<file path="config.mk">
export PLATFORM = sky130hd
export DESIGN_NAME = smb_index_regs
export DESIGN_NICKNAME = d
export VERILOG_FILES = /design/src/smb_pkg.sv /design/src/smb_index_regs.sv
export VERILOG_INCLUDE_DIRS = /design/src
export SDC_FILE = /design/constraint.sdc
export NUM_CORES = 1
export LEC_CHECK = 0
export CAP_MARGIN = 20
export CORE_MARGIN = 2
export CORE_UTILIZATION = 52
export DETAILED_ROUTE_END_ITERATION = 6
export DONT_BUFFER_PORTS = 1
export GPL_TIMING_DRIVEN = 0
export PLACE_DENSITY = 0.79
export SLEW_MARGIN = 5
export SYNTH_ARGS = -nofsm -noshare
export SYNTH_HDL_FRONTEND = slang
export SYNTH_SLANG_ARGS = --single-unit
</file>
<file path="constraint.sdc">
create_clock -name sys_clk -period 2.7 [get_ports sys_clk]
set_input_delay 0 -clock sys_clk [delete_from_list [all_inputs] [get_ports sys_clk]]
set_output_delay 0 -clock sys_clk [all_outputs]
set_load 0.005 [all_outputs]
</file>
<file path="src/smb_index_map.svh">
// register offsets, reset values and field widths of the index block target
`ifndef SMB_INDEX_MAP_SVH
`define SMB_INDEX_MAP_SVH
`define SMB_REG_GATE 8'h00
`define SMB_REG_BCNT 8'h07
`define SMB_GATE_RST 8'hff
`define SMB_BCNT_RST 5'h08
`define SMB_BCNT_W 5
`define SMB_BIT_LAST 3'h7
`define SMB_BIT_FIRST 3'h0
`define SMB_STRAP_ADDR1 2'h1
`define SMB_STRAP_ADDR2 2'h2
`endif

</file>
<file path="src/smb_pkg.sv">
// types shared by the index block target
package smb_pkg;
    typedef enum logic [2:0] {st_idle, st_rx, st_ack, st_ackh, st_tx, st_hack, st_tnext} smb_state_t;
    typedef enum logic [1:0] {ph_addr, ph_index, ph_count, ph_data} smb_phase_t;
endpackage : smb_pkg

</file>
<file path="src/smb_index_regs.sv">
// smbus index block target with output gate and byte count registers
`timescale 1ns/1ps
`include "smb_index_map.svh"

module smb_index_regs #(
    parameter logic [6:0] ADDR0 = 7'h68,
    parameter logic [6:0] ADDR1 = 7'h6a,
    parameter logic [6:0] ADDR2 = 7'h6c,
    parameter int NUM_OUT = 8
) (
    input wire logic sys_clk,
    input wire logic rst_b,
    input wire logic scl_in,
    input wire logic sda_in,
    output logic sda_out,
    output logic sda_oe_n,
    input wire logic [1:0] target_addr_strap,
    input wire logic [NUM_OUT-1:0] out_gate_pin_n,
    output logic [NUM_OUT-1:0] diff_clock_output_en
);
    import smb_pkg::*;

    // ----------------------------------------
    // functions
    // ----------------------------------------
    function automatic logic [7:0] rd_byte(input logic [7:0] idx, input logic [7:0] gate, input logic [4:0] bc);
        logic [7:0] r;
        r = 8'h00;
        if (idx == `SMB_REG_GATE)
            r = gate;
        else if (idx == `SMB_REG_BCNT)
            r = {3'h0, bc};
        return r;
    endfunction : rd_byte

    function automatic logic [6:0] strap_addr(input logic [1:0] s);
        logic [6:0] a;
        a = ADDR0;
        if (s == `SMB_STRAP_ADDR1)
            a = ADDR1;
        else if (s == `SMB_STRAP_ADDR2)
            a = ADDR2;
        return a;
    endfunction : strap_addr

    // ----------------------------------------
    // input synchronisers
    // ----------------------------------------
    logic scl_m_ff, scl_s_ff, scl_d_ff;
    logic sda_m_ff, sda_s_ff, sda_d_ff;
    logic [1:0] strap_m_ff, strap_s_ff;
    logic [NUM_OUT-1:0] pin_m_ff, pin_s_ff;

    always_ff @(posedge sys_clk)
    begin
        if (!rst_b)
        begin
            scl_m_ff <= 1'b1;
            scl_s_ff <= 1'b1;
            scl_d_ff <= 1'b1;
            sda_m_ff <= 1'b1;
            sda_s_ff <= 1'b1;
            sda_d_ff <= 1'b1;
            pin_m_ff <= '1;
            pin_s_ff <= '1;
        end
        else
        begin
            scl_m_ff <= scl_in;
            scl_s_ff <= scl_m_ff;
            scl_d_ff <= scl_s_ff;
            sda_m_ff <= sda_in;
            sda_s_ff <= sda_m_ff;
            sda_d_ff <= sda_s_ff;
            pin_m_ff <= out_gate_pin_n;
            pin_s_ff <= pin_m_ff;
        end
    end

    // strap synchroniser runs through reset so the latch sees the settled pin
    always_ff @(posedge sys_clk)
    begin
        strap_m_ff <= target_addr_strap;
        strap_s_ff <= strap_m_ff;
    end

    logic scl_rise, scl_fall, bus_start, bus_stop;
    assign scl_rise = scl_s_ff & ~scl_d_ff;
    assign scl_fall = ~scl_s_ff & scl_d_ff;
    assign bus_start = scl_s_ff & scl_d_ff & sda_d_ff & ~sda_s_ff;
    assign bus_stop = scl_s_ff & scl_d_ff & ~sda_d_ff & sda_s_ff;

    // ----------------------------------------
    // protocol state and registers
    // ----------------------------------------
    smb_state_t state_ff, nxt_state;
    smb_phase_t phase_ff, nxt_phase;
    logic [2:0] bit_cnt_ff, nxt_bit_cnt;
    logic [7:0] shift_ff, nxt_shift;
    logic [7:0] idx_ff, nxt_idx;
    logic [7:0] rem_ff, nxt_rem;
    logic rd_ff, nxt_rd;
    logic oe_n_ff, nxt_oe_n;
    logic [7:0] gate_ff, nxt_gate;
    logic [`SMB_BCNT_W-1:0] bc_ff, nxt_bc;
    logic [6:0] addr_ff, nxt_addr;
    logic strap_done_ff, nxt_strap_done;
    logic [NUM_OUT-1:0] en_ff, nxt_en;
    logic [7:0] rx_byte;

    always_comb
    begin
        nxt_state = state_ff;
        nxt_phase = phase_ff;
        nxt_bit_cnt = bit_cnt_ff;
        nxt_shift = shift_ff;
        nxt_idx = idx_ff;
        nxt_rem = rem_ff;
        nxt_rd = rd_ff;
        nxt_oe_n = oe_n_ff;
        nxt_gate = gate_ff;
        nxt_bc = bc_ff;
        nxt_addr = addr_ff;
        nxt_strap_done = 1'b1;
        rx_byte = {shift_ff[6:0], sda_s_ff};
        if (!strap_done_ff)
            nxt_addr = strap_addr(strap_s_ff);
        // output is low/low when gate bit clear, else follows its pin
        nxt_en = gate_ff[NUM_OUT-1:0] & ~pin_s_ff;
        if (bus_stop)
        begin
            nxt_state = st_idle;
            nxt_oe_n = 1'b1;
        end
        else if (bus_start)
        begin
            nxt_state = st_rx;
            nxt_phase = ph_addr;
            nxt_bit_cnt = `SMB_BIT_FIRST;
            nxt_oe_n = 1'b1;
        end
        else
        begin
            case (state_ff)
                st_rx:
                begin
                    if (scl_rise)
                    begin
                        nxt_shift = rx_byte;
                        nxt_bit_cnt = bit_cnt_ff + 3'h1;
                        if (bit_cnt_ff == `SMB_BIT_LAST)
                        begin
                            nxt_state = st_ack;
                            case (phase_ff)
                                ph_addr:
                                begin
                                    nxt_rd = rx_byte[0];
                                    if (rx_byte[7:1] != addr_ff)
                                        nxt_state = st_idle;
                                end
                                ph_index:
                                    nxt_idx = rx_byte;
                                ph_count:
                                    nxt_rem = rx_byte;
                                default:
                                begin
                                    if (rem_ff == 8'h00)
                                        nxt_state = st_idle;
                                    else
                                    begin
                                        if (idx_ff == `SMB_REG_GATE)
                                            nxt_gate = rx_byte;
                                        else if (idx_ff == `SMB_REG_BCNT)
                                            nxt_bc = rx_byte[`SMB_BCNT_W-1:0];
                                        nxt_idx = idx_ff + 8'h01;
                                        nxt_rem = rem_ff - 8'h01;
                                    end
                                end
                            endcase
                        end
                    end
                end
                st_ack:
                begin
                    if (scl_fall)
                    begin
                        nxt_oe_n = 1'b0;
                        nxt_state = st_ackh;
                    end
                end
                st_ackh:
                begin
                    if (scl_fall)
                    begin
                        nxt_bit_cnt = `SMB_BIT_FIRST;
                        if (rd_ff && phase_ff == ph_addr)
                        begin
                            nxt_shift = {3'h0, bc_ff};
                            nxt_oe_n = nxt_shift[7];
                            nxt_phase = ph_count;
                            nxt_state = st_tx;
                        end
                        else
                        begin
                            nxt_oe_n = 1'b1;
                            nxt_state = st_rx;
                            case (phase_ff)
                                ph_addr:
                                    nxt_phase = ph_index;
                                ph_index:
                                    nxt_phase = ph_count;
                                default:
                                    nxt_phase = ph_data;
                            endcase
                        end
                    end
                end
                st_tx:
                begin
                    if (scl_fall)
                    begin
                        if (bit_cnt_ff == `SMB_BIT_LAST)
                        begin
                            nxt_oe_n = 1'b1;
                            nxt_state = st_hack;
                        end
                        else
                        begin
                            nxt_shift = {shift_ff[6:0], 1'b0};
                            nxt_oe_n = shift_ff[6];
                            nxt_bit_cnt = bit_cnt_ff + 3'h1;
                        end
                    end
                end
                st_hack:
                begin
                    if (scl_rise)
                    begin
                        if (!sda_s_ff)
                        begin
                            nxt_shift = rd_byte(idx_ff, gate_ff, bc_ff);
                            nxt_idx = idx_ff + 8'h01;
                            nxt_phase = ph_data;
                            nxt_state = st_tnext;
                        end
                        else
                            nxt_state = st_idle;
                    end
                end
                st_tnext:
                begin
                    if (scl_fall)
                    begin
                        nxt_oe_n = shift_ff[7];
                        nxt_bit_cnt = `SMB_BIT_FIRST;
                        nxt_state = st_tx;
                    end
                end
                default:
                    nxt_oe_n = 1'b1;
            endcase
        end
    end

    always_ff @(posedge sys_clk)
    begin
        if (!rst_b)
        begin
            state_ff <= st_idle;
            phase_ff <= ph_addr;
            bit_cnt_ff <= `SMB_BIT_FIRST;
            shift_ff <= 8'h00;
            idx_ff <= 8'h00;
            rem_ff <= 8'h00;
            rd_ff <= 1'b0;
            oe_n_ff <= 1'b1;
            gate_ff <= `SMB_GATE_RST;
            bc_ff <= `SMB_BCNT_RST;
            addr_ff <= 7'h00;
            strap_done_ff <= 1'b0;
            en_ff <= '0;
        end
        else
        begin
            state_ff <= nxt_state;
            phase_ff <= nxt_phase;
            bit_cnt_ff <= nxt_bit_cnt;
            shift_ff <= nxt_shift;
            idx_ff <= nxt_idx;
            rem_ff <= nxt_rem;
            rd_ff <= nxt_rd;
            oe_n_ff <= nxt_oe_n;
            gate_ff <= nxt_gate;
            bc_ff <= nxt_bc;
            addr_ff <= nxt_addr;
            strap_done_ff <= nxt_strap_done;
            en_ff <= nxt_en;
        end
    end

    // ----------------------------------------
    // outputs
    // ----------------------------------------
    logic sda_out_ff;
    always_ff @(posedge sys_clk)
    begin
        sda_out_ff <= 1'b0;
    end

    assign sda_out = sda_out_ff;
    assign sda_oe_n = oe_n_ff;
    assign diff_clock_output_en = en_ff;
endmodule : smb_index_regs

</file>
==> results of run 1 <==
[kinds of logic (layout without fill, tap and decap cells)]
family | count (synthesis) | count (layout) | synth area share (%)
XOR/XNOR | 6 | 6 | 1.326
flip-flops | 85 | 85 | 42.93
AND/OR/NAND/NOR | 166 | 166 | 23.01
multiplexers | 26 | 26 | 6.629
AO/OA/AOI/OAI | 102 | 102 | 18.02
buffers and inverters | 43 | 72 | 4.514
adder cells (fa/ha/maj) | 11 | 11 | 3.472
other | 1 | 1 | 0.09461
[sequential cells by signal, summed over array words and instances (netlist names), 5 cells and up]
| signal | count |
|---|---|
| pin_m_ff | 8 |
| idx_ff | 8 |
| bc_ff | 5 |
| rem_ff | 8 |
| pin_s_ff | 8 |
| gate_ff | 8 |
| shift_ff | 8 |
| diff_clock_output_en | 8 |
[per-stage QoR]
| step | cells | hold slack [ns] | power (mW) | utilization [%] |
|---|---|---|---|---|
| floorplan | 440 | 0.02772 | 1.412 | - |
| global placement | 539 | 0.02776 | 1.443 | 55.76 |
| detailed placement | 539 | 0.02778 | 1.447 | 55.76 |
| CTS | 568 | 0.01804 | 2.406 | 60.47 |
| global route | 568 | 0.03796 | 2.481 | 60.47 |
| finish | 568 | 0.01539 | 2.404 | 60.47 |
[cell usage after synthesis, types with 8 or more instances]
library cell / n
inv_1: 17
nor3b_1: 9
a21oi_1: 23
nor2_1: 34
dfxtp_1: 85
a22oi_1: 10
nand3_1: 9
nand2_1: 41
o21ai_0: 16
ha_1: 11
mux2i_1: 24
clkbuf_1: 16
a311oi_1: 8
nand2b_1: 29
[cell usage in the layout (no fill, tap or decap), types with 5 or more instances in the layout]
| master | Yosys | layout |
|---|---|---|
| a211oi_1 | 5 | 5 |
| a21oi_1 | 23 | 23 |
| a22oi_1 | 10 | 10 |
| a311oi_1 | 8 | 8 |
| buf_2 | 5 | 5 |
| clkbuf_1 | 16 | 16 |
| clkbuf_8 | 0 | 9 |
| dfxtp_1 | 85 | 85 |
| dlygate4sd3_1 | 0 | 13 |
| ha_1 | 11 | 11 |
| inv_1 | 17 | 17 |
| mux2i_1 | 24 | 24 |
| nand2_1 | 41 | 41 |
| nand2b_1 | 29 | 29 |
| nand3_1 | 9 | 9 |
| nand4_1 | 5 | 5 |
| nor2_1 | 34 | 34 |
| nor2b_1 | 5 | 5 |
| nor3_1 | 5 | 5 |
| nor3b_1 | 9 | 9 |
| o21ai_0 | 16 | 16 |
[metal layers]
layer	up-vias	wire length, um	GRT usage (%)
met3	23	619	4.232
met4	0	256	9.722
li1	1616	-	-
met5	-	0	0
met2	140	4721	40.86
met1	1631	4211	31.46
[timing repair]
action                    CTS  global route
hold endpoints to repair   17             0
setup buffers               0             0
hold buffers               13             0
[worst paths after layout]
kind                                     from  slack (ns)  depth (start not counted)             to
worst max-delay path            bit_cnt_ff[0]        0.26                          7    shift_ff[4]
worst min-delay path                    rst_b        0.02                          2    pin_m_ff[4]
worst max register to register  bit_cnt_ff[0]        0.26                          7    shift_ff[4]
worst min register to register  strap_m_ff[0]        0.34                          0  strap_s_ff[0]
[cell type report]
| cell class | count | share of cell area [%] |
|---|---|---|
| tap | 99 | 2.794 |
| clock inverter | 7 | 2.060 |
| sequential | 85 | 38.39 |
| inverter | 18 | 1.524 |
| timing repair buffer | 13 | 2.935 |
| clock buffer | 9 | 2.794 |
| multi-input combinational | 312 | 46.99 |
| buffer | 25 | 2.512 |
[power breakdown]
| part | internal [mW] | leakage, nW | switching (mW) | total, mW |
|---|---|---|---|---|
| combinational | 0.0562 | 0.837 | 0.0843 | 0.141 |
| sequential | 1.28 | 0.694 | 0.0151 | 1.30 |
| clock | 0.451 | 0.106 | 0.516 | 0.967 |
| total | 1.79 | 1.64 | 0.616 | 2.40 |
==> qor.csv, run 1 <==
metric,value,unit
status,"complete, no violations",
grt-ovfl-total,0,
fin_area,4433,sq um
htree_levels,3,
cts_tree,built,
multi_input_area,2083,sq um
synth_warnings,0,
drv_cap,0,
postCtsResizedCells,0,
clockBufferDepth,2,
slowest_delay,0.74,ns
vias_per_cell,6.004,
antenna_found_initial,0,
synthTopCellsByArea,"dfxtp_1, mux2i_1, nand2b_1",
first_pass_iters,5,
setup_viol,0,
fp.dieH,91.31,um
final-max-slew-violation-count,0,
synth-main-ff-cell,dfxtp_1,
grt_max_degree,18,
start_util,54.07,%
port_buffers,0,
vias,3410,
cts_sinks,85,
ios,24,
synth_top_area_share,42.93,%
fin_nets,489,
drive_gt1_share,7.889,%
path_delay_family,compound AO/OA/AOI/OAI gates,
place_ws,0.2638,ns
synth.avg_cell_area,9.009,sq um
p_leak,1.636,nW
grt_pass1_wl,16220,um
root_buffer,clkbuf_8,
grt_pass1_vias,3248,
path_buf_inv,1,
cp.required,2.93,ns
worstSetupEndpointType,register,
cpMaxStageDelayCell,a32oi_1,
n_fill_cell,603,
areaGrowthSynthToFinish,11.84,%
critical_path_class,register to register,
slew_headroom,37.14,%
cp_common_cell,ha_1,
cp_max_fo,10,
synth_cells,440,
die_area,8338,sq um
n_antenna_cell,0,
routed_wl,9808,um
critPathArrivalTime,2.67,ns
layout.area.seq,1702,sq um
synth_top_area_cell,dfxtp_1,
dpl-instance-area,4088,sq um
drc,0,
ant_nets,0,
syn-cell-area,3964,sq um
rsz0062_at_grt,no,
period_needed,2.444,ns
die_x,91.31,um
post-route-period-util,90.50,%
fin_ws,0.2564,ns
rows,31,
start_kind,register,
hold_viol,0,
gp_congestion,0.9156,
fmax,409.2,MHz
clock_latency,0.37,ns
coreArea,7331,sq um
finalSetupTns,0,ns
ys_seq_elements,85,
grtUsageTotal,24.48,%
path_cells,"ha_1, ha_1, and2b_1, a32oi_1, and2_1, buf_2, a311oi_1",
cts_made_buffers,9,
path_clk_slew,0.09,ns
first_iter_violations,237,
skew,0.01132,ns
synth-async-reset-ratio,0,%
synth-edff-count,0,
hpwl,6636,um
cellPowerDensity,542.2,nW/um^2
ir_drop,0.4660,mV
yosysUniqueCellTypes,67,
synth_fp_nets,465,
wl_per_cell,17.27,um
worst_slew_pin_slew,0.9429,ns
synth_seq_area_share,42.93,%
hp-class,input port to register,
Note: power is estimated with default switching activity, not from simulation.
==> inputs of run 2 (changes only) <==
Settings changed: CORE_UTILIZATION 52 to 35, PLACE_DENSITY 0.79 to default, PLACE_DENSITY_LB_ADDON from default to 0.15.
==> run 2 against run 1 <==
Net effect:
- utilization shrank 19 points
- largest power group unchanged
- die area grew 46%
- global-route usage shrank 7.4 points
==> qor.csv, run 2 (same netlist as run 1, synthesis figures left out) <==
metric,value,unit,change
n_fill_cell,1098,,+82%
start_kind,register,,
root_buffer,clkbuf_16,,
setup_viol,0,,unchanged
postCtsResizedCells,0,,unchanged
final-max-slew-violation-count,0,,unchanged
path_buf_inv,1,,unchanged
layout.area.seq,1702,sq um,unchanged
period_needed,2.464,ns,+0.02058 ns
post-route-period-util,91.27,%,+0.76 points
die_x,110.4,um,+21%
first_iter_violations,194,,-18%
seqPwrFrac,49.0,%,-4.9 points
cp_common_cell,ha_1,,
cts_tree,built,,
drive_gt1_share,7.889,%,unchanged
gp_congestion,0.8573,,-6.4%
htree_levels,3,,unchanged
swShare,23.62,%,-2.0 points
grt-ovfl-total,0,,unchanged
postCtsSetupBuffers,0,,unchanged
start_util,36.25,%,-18 points
ios,24,,unchanged
hold_buffers,13,,unchanged
ir_drop,0.5047,mV,+8.3%
drv_cap,0,,unchanged
wl_per_cell,16.72,um,-3.2%
comb_power_share,5.4,%,-0.4 points
placedCellCount,580,,+7.6%
coreArea,10940,sq um,+49%
status,"complete, no violations",,
hold_viol,0,,unchanged
areaGrowthSynthToFinish,15.15,%,
cp_max_fo,10,,unchanged
finalSetupTns,0,ns,unchanged
port_buffers,0,,unchanged
clockBufferDepth,2,,unchanged
worstSetupEndpointType,register,,
grt_pass1_wl,16850,um,+3.9%
critical_path_class,register to register,,
internal-power,2.021,mW,+13%
ant_nets,0,,unchanged
first_pass_iters,5,,unchanged
grt_pass1_vias,3205,,-1.3%
clockPowerShare,45.6,%,+5.4 points
slowest_delay,0.76,ns,+0.02 ns
hold_slack,0.07167,ns,+0.05628 ns
hp-class,input port to register,,
clock_latency,0.34,ns,-0.03 ns
multi_input_area,2083,sq um,unchanged
skew,0.005893,ns,-0.005424 ns
antenna_found_initial,0,,unchanged
p_sw,0.6250,mW,+1.5%
fp.dieH,110.4,um,+21%
hpwl,7055,um,+6.3%
grtUsageTotal,17.13,%,-7.4 points
cpMaxStageDelayCell,a32oi_1,,
p_leak,1.667,nW,+1.9%
cellPowerDensity,579.7,nW/um^2,+6.9%
path_cells,"ha_1, ha_1, and2b_1, a32oi_1, and2_1, buf_2, a311oi_1",,
fmax,405.8,MHz,-0.83%
n_antenna_cell,0,,unchanged
rows,38,,+23%
rsz0062_at_grt,no,,
cp.required,2.89,ns,-0.04 ns
path_clk_slew,0.07,ns,-0.02 ns
fin_nets,489,,unchanged
layout.cells.most_common,dfxtp_1,,
die_area,12190,sq um,+46%
grt_max_degree,16,,-2
layout_common_cells,"dfxtp_1, nand2_1, nor2_1",,
path_delay_family,compound AO/OA/AOI/OAI gates,,
fin_cells,609,,+7.2%
vias,3306,,-3.0%
cts_sinks,85,,unchanged
vias_per_cell,5.429,,-9.6%
r2r_slack,0.24,ns,-0.02 ns
worst_slew_pin_slew,0.9714,ns,+0.02847 ns
cts_made_buffers,9,,unchanged
routed_wl,10180,um,+3.8%
critPathArrivalTime,2.66,ns,about the same
slew_headroom,35.24,%,-1.9 points
drc,0,,unchanged
[run 2: through the flow]
| step | setup slack, ns | total power, mW | cell area (sq um) | utilization [%] |
|---|---|---|---|---|
| global route | 0.1172 | 2.758 | 4564 | 41.74 |
| CTS | 0.2789 | 2.678 | 4564 | 41.74 |
| finish | 0.2358 | 2.646 | 4564 | 41.74 |
| detailed placement | 0.3023 | 1.452 | 4139 | 37.85 |
| floorplan | 0.7138 | 1.412 | 3964 | - |
| global placement | 0.2858 | 1.451 | 4139 | 37.85 |
[run 2: power by group through the flow]
stage	Sequential [mW]	Clock [mW]	Combinational, mW
floorplan	1.32	0	0.0917
global placement	1.32	0	0.127
detailed placement	1.32	0	0.128
CTS	1.30	1.24	0.143
global route	1.30	1.30	0.158
finish	1.30	1.21	0.143
[run 2: metal layers]
layer / part of all wire, % / global-route usage, % / routed length (um) / vias to the layer above
met2: 45 / 26.67 / 4623 / 65
met1: 48 / 23.10 / 4932 / 1616
met3: 4.4 / 4.665 / 448 / 11
met4: 1.7 / 5.417 / 178 / 0
li1: - / - / - / 1614
met5: 0 / 0 / 0 / -
[run 2: final timing paths]
| check | cells after the start | from | to |
|---|---|---|---|
| setup / recovery | 7 | bit_cnt_ff[0] | shift_ff[4] |
| hold / removal | 2 | rst_b | pin_m_ff[3] |
| setup reg to reg | 7 | bit_cnt_ff[0] | shift_ff[4] |
| hold reg to reg | 0 | strap_m_ff[0] | strap_s_ff[0] |
[run 2: cell type report]
type                       instances  share of cell area (%)
buffer                            25                   2.440
sequential                        85                   37.28
timing repair buffer              13                   2.851
clock inverter                     5                  0.9320
inverter                          18                   1.480
clock buffer                      11                   5.537
tap                              140                   3.838
multi-input combinational        312                   45.64
